### config.mk
export PLATFORM = sky130hd
export DESIGN_NAME = ncosc_top
export DESIGN_NICKNAME = d
export VERILOG_FILES = /design/src/hdl/ncosc_pkg.sv /design/src/hdl/ncosc_top.sv
export SDC_FILE = /design/constraint.sdc
export NUM_CORES = 1
export LEC_CHECK = 0
export BUFFER_PORTS_ARGS = -buffer_cell sky130_fd_sc_hd__buf_2
export CAP_MARGIN = 10
export CORE_ASPECT_RATIO = 0.6
export CORE_MARGIN = 2
export CORE_UTILIZATION = 50
export DETAILED_ROUTE_END_ITERATION = 12
export GPL_TIMING_DRIVEN = 0
export PLACE_DENSITY = 0.72
export RECOVER_POWER = 50
export SLEW_MARGIN = 20
export SYNTH_ARGS = -nofsm -noshare
export SYNTH_HDL_FRONTEND = slang
export SYNTH_SLANG_ARGS = --single-unit
### constraint.sdc
create_clock -name ref_clk -period 3.2 [get_ports ref_clk]
set_input_delay 0.16 -clock ref_clk [delete_from_list [all_inputs] [get_ports ref_clk]]
set_output_delay 0.16 -clock ref_clk [all_outputs]
set_load 0.01 [all_outputs]
### src/hdl/ncosc_pkg.sv
// Package: register map, field layout and reset values of the oscillator block
package ncosc_pkg;

  // ----------------------------------------------------------------------
  // Register byte addresses (word aligned)
  // ----------------------------------------------------------------------
  localparam logic [7:0] ADDR_CTRL     = 8'h00;
  localparam logic [7:0] ADDR_CLK      = 8'h04;
  localparam logic [7:0] ADDR_ACC_LOW  = 8'h08;
  localparam logic [7:0] ADDR_ACC_HIGH = 8'h0c;
  localparam logic [7:0] ADDR_ACC_UPR  = 8'h10;
  localparam logic [7:0] ADDR_INC_LOW  = 8'h14;
  localparam logic [7:0] ADDR_INC_HIGH = 8'h18;
  localparam logic [7:0] ADDR_INC_UPR  = 8'h1c;
  localparam logic [7:0] ADDR_STATUS   = 8'h20;
  localparam logic [7:0] ADDR_MASK     = 8'h24;

  // ----------------------------------------------------------------------
  // Field positions
  // ----------------------------------------------------------------------
  localparam int CTRL_EN_BIT   = 7;
  localparam int CTRL_OUT_BIT  = 5;
  localparam int CTRL_POL_BIT  = 4;
  localparam int CTRL_PFM_BIT  = 0;
  localparam int CTRL_GIE_BIT  = 3;
  localparam int CTRL_PERIPHERAL_INT_ENABLE_BIT = 2;
  localparam int CTRL_OVIE_BIT = 1;
  localparam int PWS_LSB       = 5;
  localparam int CKS_LSB       = 0;
  localparam int STAT_OVF_BIT  = 0;

  // ----------------------------------------------------------------------
  // Reset values and encodings
  // ----------------------------------------------------------------------
  localparam logic [7:0]  RST_BYTE = 8'h00;
  localparam logic [19:0] RST_WORD = 20'h00000;
  localparam logic [7:0]  RST_CNT  = 8'h00;
  localparam logic [1:0]  CKS_FAST = 2'h0;
  localparam logic [1:0]  CKS_SYS  = 2'h1;
  localparam logic [1:0]  CKS_LC1  = 2'h2;

  typedef struct packed {
    logic fast_internal_osc;
    logic sys_osc;
    logic logic_cell_one_output;
  } ncosc_clk_src_t;

  typedef enum logic [1:0] {NCOSC_IDLE, NCOSC_PULSE} ncosc_out_st_t;

endpackage

### src/hdl/ncosc_top.sv
// Numerically controlled oscillator with APB register slave
//
// Behaviour
// - Every accumulator overflow sets the overflow flag.
// - The interrupt line rises only with module, overflow, peripheral and global enables set.
// - The overflow flag stays set until software clears it; hardware never clears it.
// - Any reset clears every register of the block to zero.
// - The block runs from its selected input clock, also during sleep.
// - Enabled with the fast oscillator selected, the block keeps that oscillator requested while sleep is requested.
// - Pulse width select gives an active time of 2^n input clock periods, 1 to 128.
// - Pulse width select acts only in pulse-frequency mode.
// - A pulse longer than the overflow period stays high only if an overflow falls on its last edge.
// - Clock source 00 fast oscillator, 01 system clock, 10 logic cell one, 11 reserved.
// - Accumulator bits 7..0 are a read/write low byte that resets to zero.
// - The increment is 20 bits from upper, high and low bytes; upper bits 7..4 read zero.
// - Increment bits 15..8 are a read/write high byte resetting to zero.
//
// The implementer's own choices: the APB interface to the registers and the register addresses.
`timescale 1ns/1ns

module ncosc_top
  import ncosc_pkg::*;
(
  // Clock and reset
  input  wire logic                  ref_clk,
  input  wire logic                  resetn,
  // APB slave
  input  wire logic                  psel,
  input  wire logic                  penable,
  input  wire logic                  pwrite,
  input  wire logic [7:0]            paddr,
  input  wire logic [31:0]           pwdata,
  output logic                       pready,
  output logic [31:0]                prdata,
  output logic                       pslverr,
  // Input clock candidates, sampled as levels
  input  wire ncosc_pkg::ncosc_clk_src_t clk_src,
  // Sleep indication from the core
  input  wire logic                  sleep_req,
  // Outputs
  output logic                       osc_out,
  output logic                       fast_osc_keep,
  output logic                       irq
);
  import ncosc_pkg::*;

  // ----------------------------------------------------------------------
  // Reset synchroniser
  // ----------------------------------------------------------------------
  logic rst_meta_r;
  logic rst_n_r;

  always_ff @(posedge ref_clk or negedge resetn) begin
    if (!resetn) begin
      rst_meta_r <= 1'b0;
      rst_n_r    <= 1'b0;
    end else begin
      rst_meta_r <= 1'b1;
      rst_n_r    <= rst_meta_r;
    end
  end

  // ----------------------------------------------------------------------
  // Registers
  // ----------------------------------------------------------------------
  logic [7:0]  ctrl_r;
  logic [7:0]  clk_ctrl_r;
  logic [19:0] phase_accumulator_r;
  logic [19:0] phase_increment_r;
  logic        overflow_flag_r;
  logic [7:0]  mask_r;
  logic        src_prev_r;

  logic        module_enable;
  logic        pfm_mode;
  logic [2:0]  pulse_width_select;
  logic [1:0]  clock_source_select;
  logic        sel_clk;
  logic        in_edge;
  logic [20:0] acc_sum;
  logic        ovf;

  logic        bus_first;
  logic        wr_en;
  logic        rd_en;

  assign module_enable       = ctrl_r[CTRL_EN_BIT];
  assign pfm_mode            = ctrl_r[CTRL_PFM_BIT];
  assign pulse_width_select  = clk_ctrl_r[PWS_LSB +: 3];
  assign clock_source_select = clk_ctrl_r[CKS_LSB +: 2];
  // Writes land on the answer edge; read side effects go with the data capture edge
  assign bus_first = psel && penable && !pready;
  assign wr_en     = psel && penable && pready && pwrite;
  assign rd_en     = bus_first && !pwrite;

  // ----------------------------------------------------------------------
  // Input clock selection
  // ----------------------------------------------------------------------
  // Reserved code selects nothing so the block stalls.
  // Switching source while the new one is high can count one false edge:
  // software should clear the enable before changing the source.
  always_comb begin
    case (clock_source_select)
      CKS_FAST: sel_clk = clk_src.fast_internal_osc;
      CKS_SYS:  sel_clk = clk_src.sys_osc;
      CKS_LC1:  sel_clk = clk_src.logic_cell_one_output;
      default:  sel_clk = 1'b0;
    endcase
  end

  // Input clock edges are counted independently of the core, so sleep has no effect
  assign in_edge = sel_clk && !src_prev_r && module_enable;
  assign acc_sum = {1'b0, phase_accumulator_r} + {1'b0, phase_increment_r};
  assign ovf     = in_edge && acc_sum[20];

  always_ff @(posedge ref_clk or negedge rst_n_r) begin
    if (!rst_n_r) begin
      src_prev_r <= 1'b0;
    end else begin
      src_prev_r <= sel_clk;
    end
  end

  function automatic logic hit(input logic [7:0] a, input logic [7:0] r);
    hit = (a == r);
  endfunction

  // ----------------------------------------------------------------------
  // Control, clock select and mask registers
  // ----------------------------------------------------------------------
  always_ff @(posedge ref_clk or negedge rst_n_r) begin
    if (!rst_n_r) begin
      ctrl_r <= RST_BYTE;
    end else if (wr_en && hit(paddr, ADDR_CTRL)) begin
      // Bit 6 is the read-only output level, so it is never stored
      ctrl_r <= pwdata[7:0] & 8'hbf;
    end
  end

  always_ff @(posedge ref_clk or negedge rst_n_r) begin
    if (!rst_n_r) begin
      clk_ctrl_r <= RST_BYTE;
    end else if (wr_en && hit(paddr, ADDR_CLK)) begin
      // Bits 4..2 are unused and read as zero
      clk_ctrl_r <= pwdata[7:0] & 8'he3;
    end
  end

  always_ff @(posedge ref_clk or negedge rst_n_r) begin
    if (!rst_n_r) begin
      mask_r <= RST_BYTE;
    end else if (wr_en && hit(paddr, ADDR_MASK)) begin
      mask_r <= {7'h00, pwdata[STAT_OVF_BIT]};
    end
  end

  // ----------------------------------------------------------------------
  // Increment bytes
  // ----------------------------------------------------------------------
  always_ff @(posedge ref_clk or negedge rst_n_r) begin
    if (!rst_n_r) begin
      phase_increment_r <= RST_WORD;
    end else if (wr_en) begin
      if (hit(paddr, ADDR_INC_LOW)) phase_increment_r[7:0] <= pwdata[7:0];
      if (hit(paddr, ADDR_INC_HIGH)) phase_increment_r[15:8] <= pwdata[7:0];
      if (hit(paddr, ADDR_INC_UPR)) phase_increment_r[19:16] <= pwdata[3:0];
    end
  end

  // ----------------------------------------------------------------------
  // Phase accumulator
  // ----------------------------------------------------------------------
  // A bus write wins over a concurrent add. Bytes are written one at a time,
  // so software should stop the block before loading a new phase.
  always_ff @(posedge ref_clk or negedge rst_n_r) begin
    if (!rst_n_r) begin
      phase_accumulator_r <= RST_WORD;
    end else if (wr_en && hit(paddr, ADDR_ACC_LOW)) begin
      phase_accumulator_r[7:0] <= pwdata[7:0];
    end else if (wr_en && hit(paddr, ADDR_ACC_HIGH)) begin
      phase_accumulator_r[15:8] <= pwdata[7:0];
    end else if (wr_en && hit(paddr, ADDR_ACC_UPR)) begin
      phase_accumulator_r[19:16] <= pwdata[3:0];
    end else if (in_edge) begin
      phase_accumulator_r <= acc_sum[19:0];
    end
  end

  // ----------------------------------------------------------------------
  // Overflow flag: software writes 1 to the status flag bit or reads status to clear
  // ----------------------------------------------------------------------
  logic flag_clr;

  assign flag_clr = (wr_en && hit(paddr, ADDR_STATUS) && pwdata[STAT_OVF_BIT])
                 || (rd_en && hit(paddr, ADDR_STATUS));

  always_ff @(posedge ref_clk or negedge rst_n_r) begin
    if (!rst_n_r) begin
      overflow_flag_r <= 1'b0;
    end else if (ovf) begin
      overflow_flag_r <= 1'b1;
    end else if (flag_clr) begin
      overflow_flag_r <= 1'b0;
    end
  end

  // ----------------------------------------------------------------------
  // Output waveform
  // ----------------------------------------------------------------------
  ncosc_out_st_t out_st_r;
  logic [7:0]    pulse_cnt_r;
  logic [7:0]    pulse_len;
  logic          out_lvl_r;

  assign pulse_len = 8'h01 << pulse_width_select;

  always_ff @(posedge ref_clk or negedge rst_n_r) begin
    if (!rst_n_r) begin
      out_st_r    <= NCOSC_IDLE;
      pulse_cnt_r <= RST_CNT;
      out_lvl_r   <= 1'b0;
    end else if (!module_enable) begin
      out_st_r    <= NCOSC_IDLE;
      pulse_cnt_r <= RST_CNT;
      out_lvl_r   <= 1'b0;
    end else if (!pfm_mode) begin
      out_st_r <= NCOSC_IDLE;
      if (ovf) out_lvl_r <= !out_lvl_r;
    end else begin
      case (out_st_r)
        NCOSC_IDLE: begin
          if (ovf) begin
            out_st_r    <= NCOSC_PULSE;
            out_lvl_r   <= 1'b1;
            pulse_cnt_r <= pulse_len;
          end
        end
        NCOSC_PULSE: begin
          // Overflow before the last pulse edge is dropped; one on the last edge restarts the pulse
          if (in_edge && pulse_cnt_r == 8'h01) begin
            if (ovf) begin
              pulse_cnt_r <= pulse_len;
            end else begin
              out_st_r  <= NCOSC_IDLE;
              out_lvl_r <= 1'b0;
            end
          end else if (in_edge) begin
            pulse_cnt_r <= pulse_cnt_r - 8'h01;
          end
        end
        default: out_st_r <= NCOSC_IDLE;
      endcase
    end
  end

  // ----------------------------------------------------------------------
  // Outputs and bus read
  // ----------------------------------------------------------------------
  logic [7:0] rd_byte;

  always_comb begin
    case (paddr)
      ADDR_CTRL:     rd_byte = {ctrl_r[7], out_lvl_r, ctrl_r[5:0]};
      ADDR_CLK:      rd_byte = clk_ctrl_r;
      ADDR_ACC_LOW:  rd_byte = phase_accumulator_r[7:0];
      ADDR_ACC_HIGH: rd_byte = phase_accumulator_r[15:8];
      ADDR_ACC_UPR:  rd_byte = {4'h0, phase_accumulator_r[19:16]};
      ADDR_INC_LOW:  rd_byte = phase_increment_r[7:0];
      ADDR_INC_HIGH: rd_byte = phase_increment_r[15:8];
      ADDR_INC_UPR:  rd_byte = {4'h0, phase_increment_r[19:16]};
      ADDR_STATUS:   rd_byte = {7'h00, overflow_flag_r};
      ADDR_MASK:     rd_byte = mask_r;
      default:       rd_byte = 8'h00;
    endcase
  end

  function automatic logic mapped(input logic [7:0] a);
    mapped = (a <= ADDR_MASK) && (a[1:0] == 2'h0);
  endfunction

  // ----------------------------------------------------------------------
  // Bus answer: one wait state, the answer stands for one cycle
  // ----------------------------------------------------------------------
  always_ff @(posedge ref_clk or negedge rst_n_r) begin
    if (!rst_n_r) begin
      pready  <= 1'b0;
      prdata  <= 32'h00000000;
      pslverr <= 1'b0;
    end else begin
      pready  <= bus_first;
      pslverr <= bus_first && !mapped(paddr);
      prdata  <= bus_first ? {24'h000000, rd_byte} : 32'h00000000;
    end
  end

  // ----------------------------------------------------------------------
  // Pin outputs
  // ----------------------------------------------------------------------
  always_ff @(posedge ref_clk or negedge rst_n_r) begin
    if (!rst_n_r) begin
      osc_out <= 1'b0;
    end else begin
      osc_out <= out_lvl_r ^ ctrl_r[CTRL_POL_BIT];
    end
  end

  // Only a request: the oscillator itself lives outside this block
  always_ff @(posedge ref_clk or negedge rst_n_r) begin
    if (!rst_n_r) begin
      fast_osc_keep <= 1'b0;
    end else begin
      fast_osc_keep <= module_enable && (clock_source_select == CKS_FAST)
                       && sleep_req;
    end
  end

  // Level interrupt; it falls one cycle after the flag or any enable clears
  always_ff @(posedge ref_clk or negedge rst_n_r) begin
    if (!rst_n_r) begin
      irq <= 1'b0;
    end else begin
      irq <= overflow_flag_r && module_enable && ctrl_r[CTRL_OVIE_BIT]
             && ctrl_r[CTRL_PERIPHERAL_INT_ENABLE_BIT] && ctrl_r[CTRL_GIE_BIT]
             && mask_r[STAT_OVF_BIT];
    end
  end

endmodule
Word level (Yosys, flattened, before mapping)
Cells that the tools add are included.

Flip-flop bits (word level): 81. Input bits: 49. Word-level logic and storage cells: 134. Output and inout port bits: 37.

$add $sub $neg: 2. Shift operators: 1. Order comparisons: 1. Bitwise gates (word level): 3. Multiplexer cells: 30. Equal/unequal tests: 25. Reduce and logical (&&, ||, !) cells: 50.

Operators by type and width (count): $pmux W8 S10 (1); $mux W8 (9); $eq A8 B5 Y1 const B (4); $logic_and A1 B1 Y1 (27); $add A20 B20 Y21 (1); $mux W20 (1); $eq A8 B4 Y1 const B (2); $eq A8 B6 Y1 const B (2); $mux W16 (1); $ne A4 B4 Y1 const B (4); $pmux W8 S2 (1); $reduce_and A3 Y1 (5); $mux W2 (5); $eq A8 B1 Y1 const B (1); $eq A8 B3 Y1 const B (1); $le A8 B6 Y1 const B (1); $logic_not A8 Y1 (1); $mux W1 (8); $ne A2 B2 Y1 const B (4); $reduce_bool A2 Y1 (4); $shl A1 B3 Y8 const A (1); $sub A8 B1 Y8 const B (1); $logic_not A2 Y1 (3); $reduce_and A2 Y1 (3); other kinds (15) (21).

Logic depth before layout (Yosys ltp)
Gate-level depths: netlist (run 1).

Word-level depth: 10. Mapped depth: 11. Depth with buffers taken out: 10.

Worst setup path after synthesis (run 1)
OpenSTA, ideal clock, no wires.

Kind: register to register. Start: reg phase_accumulator_r[0]. End: reg phase_accumulator_r[16]. Setup slack: 728 ps. Setup time: 144 ps. Buffers on the path: 0. Arrival: 2328 ps. Required time: 3056 ps. Cell stages (with the launch flop): 11. Cell sequence: dfrtp_1 ha_1 fa_1 a211oi_1 o21ai_2 nand2_2 o221ai_2 and2_4 or3_1 o21ai_1 a31oi_1.

Longest elaborated chain between the ends: 3.

Ends and longest elaborated chain: from (decl) (line ncosc_top.sv:68) `logic [19:0] phase_accumulator_r;`; from (signal assigned) (line ncosc_top.sv:179) `phase_accumulator_r[7:0] <= pwdata[7:0];`; from (signal assigned) (line ncosc_top.sv:185) `phase_accumulator_r <= acc_sum[19:0];`; $add A20 B20 Y21 (line ncosc_top.sv:113) `assign acc_sum = {1'b0, phase_accumulator_r} + {1'b0, phase_increment_r};`; $mux W20 (line ncosc_top.sv:184) `end else if (in_edge) begin`; $mux W4 (line ncosc_top.sv:182) `end else if (wr_en && hit(paddr, ADDR_ACC_UPR)) begin`.

No other way between the ends. The select of a mux whose other input is x is not followed. A chain may end at the register's enable or synchronous reset.

Final worst setup path (run 1)
Start: reg phase_increment_r[0]. End: reg phase_accumulator_r[16].

Longest elaborated chain between the ends: 3.

Ends and longest elaborated chain: from (decl) (line ncosc_top.sv:69) `logic [19:0] phase_increment_r;`; from (signal assigned) (line ncosc_top.sv:164) `if (hit(paddr, ADDR_INC_LOW)) phase_increment_r[7:0] <= pwdata[7:0];`; $add A20 B20 Y21 (line ncosc_top.sv:113); $mux W20 (line ncosc_top.sv:184); $mux W4 (line ncosc_top.sv:182); to (signal assigned) (line ncosc_top.sv:183) `phase_accumulator_r[19:16] <= pwdata[3:0];`; to (signal assigned) (line ncosc_top.sv:185).

No other way between the ends. The select of a mux whose other input is x is not followed.

==> out/qor.yml, run 1 <==
routing:
  viasPerCell: 6.04
  wl_per_cell_um: 19.6
  dr.pass1.iters: 5
  drtIter0Drc: 449
  routed_wl_um: 15000
  vias: 4630
  ant_nets: 0
  drc: 0
clock_network:
  cts_root_buffer: "clkbuf_16"
  cts_buffers: 9
  clk_pin_slew_worst_paths_ns: 0.07
  htreeDepth: 3
  clk_latency_ns: 0.35
  clock_sinks: 80
  cts_tree: "yes"
  clk_path_buf_depth: 2
layout:
  layout-drive-gt1-share_pct: 20.6
  layout.nets: 698
  diodes: 0
  fin_area_um2: 5990
  area_delta_synth_final_pct: 14.9
yosys:
  yosysWarnings: 0
  seq_area_frac_synth_pct: 38.4
  synthArstFlopShare_pct: 100
  synth.ff_latch_count: 80
  synth_cells: 554
  ys.flop_type: "dfrtp_1"
  ys_types: 74
  synth_common_cells: "dfrtp_1 (80), nand2_1 (51), a21oi_1 (49), nor2_1 (47), buf_4 (27)"
  synthesis.area_um2: 5210
  synth.avg_cell_area_um2: 9.40
  synth_edf_count: 0
  synth_most_common_cell: "dfrtp_1"
  synth_top_area_share_pct: 38.4
  synth_area_leader_cell: "dfrtp_1"
  synth_area_leaders: "dfrtp_1 (38%), ha_1 (5.3%), mux2_2 (5.2%), a21oi_1 (4.7%), buf_4 (3.9%)"
critical_path:
  cp-end-kind: "register"
  slowest_stage: "fa_1"
  crit_type: "register to register"
  critPathRequiredTime_ns: 3.40
  cp.arrival_ns: 3.10
  cp_slowest_stage_delay_ns: 0.44
  path_cells: "ha_1 -> fa_1 -> a211oi_2 -> o21ai_2 -> nand2_2 -> o221ai_2 -> and2_4 -> or3_1 -> o21ai_1 -> a31oi_1"
  cp_top_family: "compound AO/OA/AOI/OAI gates"
  path_buf_inv: 0
  worstSetupStartpointType: "register"
  path_max_fanout: 3
global_route:
  antenna_found_initial: 0
  grt_max_degree: 56
  grt_first_pass_wirelength_um: 23600
  grt_use_total_pct: 27.6
  first_global_vias: 4241
  grt_overflow: 0
timing:
  skew_ns: 0.00970
  slew_headroom_pct: 8.80
  fin_ws_ns: 0.299
  setup_viol: 0
  fin_crit_sh_pct: 90.7
  worst_pin_slew_ns: 1.37
  tns_ns: 0
  hold_viol_final: 0
  slew_viol_final: 0
  min_period_ns: 2.90
  max_freq_mhz: 345
  grt_setup_unrepaired: "no"
floorplanning:
  dieArea_um2: 11300
  io_pins: 86
  die_w_um: 136
  initial_core_util_pct: 52.2
  fp.coreArea_um2: 9980
  dieHeight_um: 83.1
  rows: 28
placement:
  io_buffers: 36
  postPlaceCellArea_um2: 5680
  place_ws_ns: 0.218
  gp_congestion: 0.939
  dpl.hpwl_um: 11200
flow_run:
  cap_viol_max_count: 0
hold_path:
  hold_class: "primary input to register"
power:
  power.density_nw_per_um2: 384
  p_leak_nw: 2.82
  peakVddDrop_mv: 0.256
status:
  outcome: "finished clean"
cell type report:
type	instances	area (um2)
flip-flops and latches	80	2000
clock buffers	10	229
fillers	879	4000
multi-input cells	445	3000
plain buffers	42	265
repair buffers	38	193
well taps	135	169
inverters	10	37.5
clock inverters	6	92.6
report_power, final:
part / switching [mW] / leakage (nW) / total (mW) / internal (mW)
clock: 0.436 / 0.149 / 1.12 / 0.688
combinational: 0.0936 / 1.58 / 0.146 / 0.0521
sequential: 0.0123 / 1.10 / 1.03 / 1.02
total: 0.542 / 2.82 / 2.30 / 1.76
timing repair:
item	CTS	global route
endpoints found under the hold margin	2	0
setup endpoints to repair	0	1
resized for setup	0	1
hold buffers	1	0
buffers inserted	0	0
cell usage in the layout, fill, tap and decap left out, types with 3 or more instances in the layout:
| cell type | Yosys | routed |
|---|---|---|
| nand2_1 | 51 | 51 |
| a31oi_1 | 5 | 5 |
| a21oi_1 | 49 | 49 |
| clkbuf_16 | 0 | 9 |
| nor2_1 | 47 | 47 |
| inv_1 | 10 | 10 |
| a221oi_1 | 3 | 3 |
| o21ai_0 | 19 | 20 |
| o21ai_1 | 21 | 21 |
| nor3_2 | 3 | 3 |
| nand3_1 | 15 | 15 |
| clkbuf_1 | 8 | 11 |
| nand2b_1 | 3 | 3 |
| a22o_1 | 3 | 3 |
| buf_4 | 27 | 27 |
| dfrtp_1 | 80 | 80 |
| nor3b_1 | 3 | 3 |
| a211oi_1 | 4 | 3 |
| nand4_1 | 10 | 10 |
| nand3b_1 | 5 | 5 |
| a21o_1 | 4 | 4 |
| and3_1 | 3 | 3 |
| ha_1 | 22 | 22 |
| mux2i_1 | 18 | 18 |
| buf_2 | 5 | 39 |
| nor2b_1 | 5 | 5 |
| nor3_1 | 8 | 8 |
| mux2_2 | 24 | 24 |
| xor2_1 | 4 | 4 |
| mux2_1 | 10 | 10 |
| o21bai_1 | 3 | 3 |
| xnor2_1 | 12 | 12 |
| o22ai_1 | 4 | 4 |
| a22oi_1 | 9 | 9 |
| conb_1 | 2 | 25 |
| o211ai_1 | 4 | 4 |
tightest hold or removal path, cell delays in order:
cell     delay (ns)
buf_2          0.09
nand2_1        0.05
nor3_1         0.04
flip-flops by register name, summed over array words and instances, names as in the netlist:
register	flops
osc_out	1
irq	1
rst_n_r	1
ctrl_r	7
mask_r	1
clk_ctrl_r	5
pready	1
overflow_flag_r	1
prdata	8
src_prev_r	1
out_lvl_r	1
rst_meta_r	1
fast_osc_keep	1
pslverr	1
phase_increment_r	20
out_st_r	1
pulse_cnt_r	8
phase_accumulator_r	20
metrics by stage:
stage                     total power [mW]  utilization, %  std cells  hold WS, ns
after CTS                             2.31            60.2        766       0.0326
after floorplan                       1.14               -        577       -0.136
final                                 2.30            59.9        766       0.0361
after global routing                  2.37            59.9        766       0.0786
after global placement                1.19            56.5        748      -0.0549
after detailed placement              1.20            56.8        749      -0.0524
final timing paths:
path                                                       start                                   to  slack [ns]  cells after the start
worst max-delay path            phase_increment_r[0]$_DFFE_PN0P_  phase_accumulator_r[16]$_DFFE_PN0P_        0.30                     10
worst max register to register  phase_increment_r[0]$_DFFE_PN0P_  phase_accumulator_r[16]$_DFFE_PN0P_        0.30                     10
worst min register to register              rst_meta_r$_DFF_PN0_                    rst_n_r$_DFF_PN0_        0.35                      0
max in group asynchronous                      rst_n_r$_DFF_PN0_                mask_r[0]$_DFFE_PN0P_        0.90                      1
min in group asynchronous                                 resetn                 rst_meta_r$_DFF_PN0_        0.12                      2
worst min-delay path                                   sleep_req              fast_osc_keep$_DFF_PN0_        0.04                      3
cell families (layout without fill, tap and decap cells):
kind of cell    count (synthesis)  count (layout)  synth area share (%)
compound gates                155             155                  19.4
fa+ha+maj                      23              23                  5.67
buf+inv                        52             106                  5.81
other cells                     2              25                 0.144
xor+xnor                       16              16                  2.69
simple gates                  174             174                  17.0
mux                            52              52                  10.8
flops                          80              80                  38.4
routing by layer:
layer  vias up  share of wire [%]  GRT usage (%)
met5         -                  0              0
met4         0                1.4           6.53
met3        23                 11           7.81
met2       251                 40           36.8
met1      2218                 47           43.5
li1       2138                  -              -
(Power assumes the default switching activity.)
==> run 2, diff against run 1 <==
--- a/config.mk
+++ b/config.mk
@@ -7,7 +7,7 @@
 export LEC_CHECK = 0
 export BUFFER_PORTS_ARGS = -buffer_cell sky130_fd_sc_hd__buf_2
 export CAP_MARGIN = 10
-export CORE_ASPECT_RATIO = 0.6
+export CORE_ASPECT_RATIO = 1.5
 export CORE_MARGIN = 2
 export CORE_UTILIZATION = 50
 export DETAILED_ROUTE_END_ITERATION = 12
==> run 2 against run 1 <==
  * First-iteration DRC count fell by 25%
  * Routed wire length fell by 6.2%
  * Design area fell by 1.3%
  * Power fell by 7.2%
  * Critical path depth did not move
  * Sequential cell count did not move
  * Clock-buffer cell count did not move
  * Via count fell by 1.3%
  * Sequential power barely moved
  * Critical path type unchanged
  * Critical endpoint unchanged
==> out/qor.yml, run 2 (synthesis gave the netlist of run 1 again) <==
power:
  p_leak_nw: 2.79  # -1.0%
  power_mw: 2.13  # -7.2%
  peakVddDrop_mv: 0.221  # -14%
  power.density_nw_per_um2: 361  # -6.0%
layout:
  final_cell_mix: "dfrtp_1 (80), nand2_1 (51), a21oi_1 (49)"
  final_common_cell: "dfrtp_1"
  final_cells: 748  # -2.3%
  area_delta_synth_final_pct: 13.5
  final-seq-area_um2: 2000  # unchanged
  layout.nets: 698  # unchanged
  fin_area_um2: 5910  # -1.3%
  layout-drive-gt1-share_pct: 20.4  # -0.16 points
  diodes: 0  # unchanged
  final_core_util_pct: 58.3  # -1.6 points
  nFillCells: 903  # +2.7%
  top_regs: "phase_accumulator_r (20), phase_increment_r (20)"
  multi_input_area_um2: 2990  # -0.17%
timing:
  worst_pin_slew_ns: 1.32  # -0.0483 ns
  slew_headroom_pct: 12.0  # +3.2 points
  slew_viol_final: 0  # unchanged
  hold_viol_final: 0  # unchanged
  grt_setup_unrepaired: "no"
  skew_ns: 0.00753  # -0.00217 ns
  setup_viol: 0  # unchanged
  fin_ws_ns: 0.273  # -0.0256 ns
  min_period_ns: 2.93  # +0.0256 ns
  fin_crit_sh_pct: 91.5  # +0.80 points
  max_freq_mhz: 342  # -0.87%
global_route:
  grt_use_total_pct: 26.0  # -1.6 points
  grt_max_degree: 53  # -5.4%
  grt_first_pass_wirelength_um: 22500  # -4.8%
  antenna_found_initial: 0  # unchanged
  first_global_vias: 4430  # +4.5%
  grt_overflow: 0  # unchanged
placement:
  numPlacedInstances: 731  # -2.4%
  dpl.hpwl_um: 10800  # -4.3%
  place_ws_ns: 0.336  # +0.118 ns
  gp_congestion: 0.923  # -1.7%
  io_buffers: 36  # unchanged
  postPlaceCellArea_um2: 5650  # -0.40%
floorplanning:
  rows: 45  # +61%
  die_w_um: 87.3  # -36%
  dieArea_um2: 11300  # about the same
  io_pins: 86  # unchanged
  fp.coreArea_um2: 10100  # +1.5%
  dieHeight_um: 129  # +55%
  initial_core_util_pct: 51.4  # -0.77 points
routing:
  vias: 4572  # -1.3%
  routed_wl_um: 14100  # -6.2%
  ant_nets: 0  # unchanged
  drc: 0  # unchanged
  dr.pass1.iters: 5  # unchanged
  drtIter0Drc: 335  # -25%
  wl_per_cell_um: 18.8  # -3.9%
  viasPerCell: 6.11  # +1.1%
clock_network:
  clk_latency_ns: 0.34  # about the same
  htreeDepth: 3  # unchanged
  hold_buffers: 1  # unchanged
  clock_sinks: 80  # unchanged
  postCtsSetupBuffers: 0  # unchanged
  cts_buffers: 9  # unchanged
  clk_pin_slew_worst_paths_ns: 0.06  # about the same
  clk_path_buf_depth: 2  # unchanged
  cts_resized: 0  # unchanged
  cts_root_buffer: "clkbuf_16"
  cts_tree: "yes"
critical_path:
  critPathRequiredTime_ns: 3.40  # about the same
  path_max_fanout: 3  # unchanged
  crit_type: "register to register"
  worstSetupStartpointType: "register"
  cp-end-kind: "register"
  cp.arrival_ns: 3.12  # +0.02 ns
  r2r_cells: 10  # unchanged
flow_run:
  cap_viol_max_count: 0  # unchanged
hold_path:
  holdPathStages: 3  # unchanged
  hold_class: "primary input to register"
status:
  outcome: "finished clean"
-- run 2: cell types whose count changed in the layout (fill, tap and decap cells not counted) --
cell,delta
a211oi_2,-1
clkinvlp_4,+2
clkinv_4,-1
clkinv_2,+1
bufinv_16,-2
a211oi_1,+1
-- run 2: area by class of cell --
cell class,count,area share (%)
plain buffers,42,4.49
clock buffers,10,3.87
clock inverters,6,0.741
inverters,10,0.635
multi-input cells,445,50.6
flip-flops and latches,80,33.9
well taps,117,2.48
repair buffers,38,3.26
-- run 2: per-stage QoR --
step	setup TNS, ns	hold slack [ns]
2_1_floorplan	0	-0.136
3_3_place_gp	-4.18	-0.0555
3_5_place_dp	0	-0.0532
4_1_cts	0	0.0344
5_1_grt	0	0.0466
6_report	0	0.0365
-- run 2: worst paths after layout --
kind	start	to	slack [ns]
min in group asynchronous	resetn	rst_n_r$_DFF_PN0_	0.12
hold / removal	sleep_req	fast_osc_keep$_DFF_PN0_	0.04
hold reg to reg	rst_meta_r$_DFF_PN0_	rst_n_r$_DFF_PN0_	0.36
setup / recovery	phase_accumulator_r[0]$_DFFE_PN0P_	phase_accumulator_r[16]$_DFFE_PN0P_	0.27
setup reg to reg	phase_accumulator_r[0]$_DFFE_PN0P_	phase_accumulator_r[16]$_DFFE_PN0P_	0.27
max in group asynchronous	rst_n_r$_DFF_PN0_	pulse_cnt_r[2]$_DFFE_PN0P_	0.87
-- run 2: per-layer routing --
layer  routed length [um]  share of wire [%]  track usage, %  up-vias
li1                     -                  -               -     2134
met1                 5310                 38            29.0     2203
met2                 7450                 53            46.5      177
met3                  572                4.1            3.27       58
met4                  724                5.2            15.3        0
met5                    0                  0               0        -
-- run 2: power by group --
part | leakage (nW) | switching (mW) | total (mW) | internal (mW)
registers | 1.10 | 0.0125 | 1.03 | 1.02
clock network | 0.121 | 0.437 | 0.964 | 0.527
logic | 1.58 | 0.0869 | 0.139 | 0.0521
total | 2.79 | 0.537 | 2.13 | 1.60
-- run 2: worst max-delay path, stage by stage (launching register included) --
cell and delay (ns):
dfrtp_1 0.41, ha_1 0.24, fa_1 0.44, a211oi_1 0.45
o21ai_2 0.15, nand2_2 0.13, o221ai_2 0.14, and2_4 0.18
or3_1 0.32, o21ai_1 0.19, a31oi_1 0.12
==> run 3, diff against run 2 <==
--- a/config.mk
+++ b/config.mk
@@ -5,6 +5,7 @@
 export SDC_FILE = /design/constraint.sdc
 export NUM_CORES = 1
 export LEC_CHECK = 0
+export ABC_AREA = 1
 export BUFFER_PORTS_ARGS = -buffer_cell sky130_fd_sc_hd__buf_2
 export CAP_MARGIN = 10
 export CORE_ASPECT_RATIO = 1.5
==> run 3 against run 2 <==
  * The run now ends with max-capacitance violations, max-slew violations left
  * Area after synthesis rose by 5.7%
  * Clock skew is 0.0035 ns higher
  * Fmax rose by 18%
  * Synthesized cell count up 37%
  * Cell count increased by 31%
  * Largest power group is now clock
==> out/qor.yml, run 3 <==
status:
  outcome: "finished with violations"
  violations: "max-capacitance violations, max-slew violations"
placement:
  postPlaceCellArea_um2: 5980  # +5.8%
  gp_congestion: 0.969  # +5.0%
  io_buffers: 37  # +2.8%
  dpl.hpwl_um: 12900  # +20%
timing:
  min_period_ns: 2.48  # -0.450 ns
  max_freq_mhz: 404  # +18%
  whs_ns: 0.0560  # +0.0195 ns
  grt_setup_unrepaired: "no"
  worst_pin_slew_ns: 1.63  # +0.306 ns
  fin_crit_sh_pct: 77.4  # -14 points
  slew_headroom_pct: -8.36  # -20 points
  setup_viol: 0  # unchanged
  skew_ns: 0.0110  # +0.00346 ns
  slew_viol_final: 38  # +38
  hold_viol_final: 0  # unchanged
power:
  intPower_mw: 1.68  # +5.1%
  p_sw_mw: 0.552  # +2.9%
  switching_share_pct: 24.7  # -0.40 points
  peakVddDrop_mv: 0.279  # +26%
  clkPwrFrac_pct: 48.0  # +2.8 points
  comb_power_share_pct: 5.8  # -0.7 points
  p_leak_nw: 3.38  # +21%
  p_seq_share_pct: 46.3  # -2.0 points
  power.density_nw_per_um2: 357  # -1.3%
critical_path:
  crit_type: "register to register"
  worstSetupStartpointType: "register"
  cp.arrival_ns: 2.71  # -0.41 ns
  critPathRequiredTime_ns: 3.44  # +0.04 ns
  path_max_fanout: 10  # +7
  r2r_setup_slack_ns: 0.72  # +0.45 ns
  cp-end-kind: "register"
global_route:
  grt_overflow: 0  # unchanged
  first_global_vias: 5223  # +18%
  grt_max_degree: 42  # -21%
  grt_first_pass_wirelength_um: 26100  # +16%
  grt_use_total_pct: 28.8  # +2.7 points
  antenna_found_initial: 0  # unchanged
yosys:
  ys_types: 54  # -27%
  synth_edf_count: 0  # unchanged
  synth_cells: 757  # +37%
  synth_area_leaders: "dfrtp_1 (36%), nand2_1 (16%), inv_1 (5.7%), o21ai_0 (5.1%), ha_1 (5.0%)"
  synth.ff_latch_count: 80  # unchanged
  synth_most_common_cell: "nand2_1"
  synth_area_leader_cell: "dfrtp_1"
  synth_common_cells: "nand2_1 (240), inv_1 (84), dfrtp_1 (80), o21ai_0 (56)"
  synthArstFlopShare_pct: 100  # unchanged
  seq_area_frac_synth_pct: 36.4  # -2.1 points
  synth.avg_cell_area_um2: 7.27  # -23%
  ys.flop_type: "dfrtp_1"
  synthesis.area_um2: 5500  # +5.7%
  synth_top_area_share_pct: 36.4  # -2.1 points
  yosysWarnings: 0  # unchanged
floorplanning:
  rows: 46  # +2.2%
  io_pins: 86  # unchanged
  dieArea_um2: 11900  # +5.4%
  dieHeight_um: 133  # +2.7%
  initial_core_util_pct: 51.7  # +0.30 points
  fp.coreArea_um2: 10600  # +5.1%
  die_w_um: 89.7  # +2.7%
clock_network:
  postCtsSetupBuffers: 0  # unchanged
  clock_sinks: 80  # unchanged
  clk_path_buf_depth: 2  # unchanged
  cts_root_buffer: "clkbuf_16"
  clk_pin_slew_worst_paths_ns: 0.06  # about the same
  htreeDepth: 3  # unchanged
  cts_tree: "yes"
  cts_buffers: 9  # unchanged
  clk_latency_ns: 0.35  # about the same
layout:
  layout-drive-gt1-share_pct: 12.8  # -7.6 points
  diodes: 0  # unchanged
  final_cell_mix: "nand2_1 (240), inv_1 (84), dfrtp_1 (80)"
  top_regs: "phase_accumulator_r (20), phase_increment_r (20)"
  fin_area_um2: 6260  # +5.9%
  final_common_cell: "nand2_1"
  nFillCells: 1013  # +12%
  multi_input_area_um2: 2980  # -0.33%
  final-seq-area_um2: 2000  # unchanged
  area_delta_synth_final_pct: 13.7
  layout.nets: 902  # +29%
routing:
  drc: 0  # unchanged
  vias: 5318  # +16%
  viasPerCell: 5.43  # -11%
  routed_wl_um: 16300  # +16%
  dr.pass1.iters: 5  # unchanged
  drtIter0Drc: 357  # +6.6%
  wl_per_cell_um: 16.7  # -11%
  ant_nets: 0  # unchanged
hold_path:
  hold_class: "primary input to register"
flow_run:
  cap_viol_max_count: 1  # +1
## run 3: changes by cell type in the layout (fill, tap and decap cells not counted), moves of 18 or more
| cell | delta |
|---|---|
| inv_1 | +74 |
| mux2_2 | -24 |
| mux2i_1 | -18 |
| nand2_1 | +189 |
| nand3_1 | +30 |
| o21ai_0 | +36 |
## run 3: logic make-up (layout without fill, tap and decap cells)
group	Yosys count	count (layout)	share of synthesized area [%]
AND/OR/NAND/NOR	368	368	30.0
AO/OA/AOI/OAI	142	142	14.9
adder cells (fa/ha/maj)	23	23	5.36
flip-flops	80	80	36.4
other	2	25	0.136
XOR/XNOR	15	15	2.39
buffers and inverters	127	182	10.8
## run 3: final timing paths
path / from / end / cells past startpoint
worst min-delay path: sleep_req / fast_osc_keep$_DFF_PN0_ / 3
worst max-delay path: phase_accumulator_r[0]$_DFFE_PN0P_ / out_lvl_r$_DFFE_PN0P_ / 11
worst max register to register: phase_accumulator_r[0]$_DFFE_PN0P_ / out_lvl_r$_DFFE_PN0P_ / 11
worst min register to register: rst_meta_r$_DFF_PN0_ / rst_n_r$_DFF_PN0_ / 0
max in group asynchronous: rst_n_r$_DFF_PN0_ / phase_increment_r[14]$_DFFE_PN0P_ / 0
min in group asynchronous: resetn / rst_meta_r$_DFF_PN0_ / 2
## run 3: what timing repair did
action,CTS,global route
hold endpoints to repair,2,0
hold buffers,1,0
resized for setup,0,0
## run 3: area by class of cell
type | instances | share of cell area [%]
multi-input cells | 573 | 47.7
clock buffers | 9 | 3.60
clock inverters | 7 | 1.24
well taps | 144 | 2.88
flip-flops and latches | 80 | 32.0
inverters | 93 | 5.58
plain buffers | 34 | 3.90
repair buffers | 39 | 3.18
## run 3: power groups by stage
stage / Clock (mW) / Sequential, mW / Combinational (mW)
finish: 1.07 / 1.03 / 0.128
global route: 1.12 / 1.03 / 0.144
CTS: 1.07 / 1.03 / 0.128
detailed placement: 0 / 1.05 / 0.127
global placement: 0 / 1.06 / 0.112
floorplan: 0 / 1.06 / 0.0772
## run 3: critical path, cell delays in order (launching register included)
cell      delay [ns]
dfrtp_1         0.40
ha_1            0.26
fa_1            0.49
nand3_1         0.12
nand2_1         0.15
nand3b_1        0.16
nand3_2         0.18
nand2_2         0.18
buf_6           0.17
o211ai_2        0.10
nand3_1         0.09
nand2_1         0.06
## run 3: layer usage
layer	track usage, %	share of wire (%)
met4	15.4	5.1
met3	3.74	4.2
met1	32.8	39
met2	50.2	52
met5	0	0
## run 3: metrics by stage
step | cells | setup WS (ns) | utilization [%] | setup TNS, ns | power [mW]
floorplan | 780 | 0.807 | - | 0 | 1.13
global placement | 961 | -0.118 | 55.9 | -8.68 | 1.17
detailed placement | 962 | 0.833 | 56.2 | 0 | 1.18
CTS | 979 | 0.803 | 59.1 | 0 | 2.23
global route | 979 | 0.626 | 58.8 | 0 | 2.30
finish | 979 | 0.723 | 58.8 | 0 | 2.23
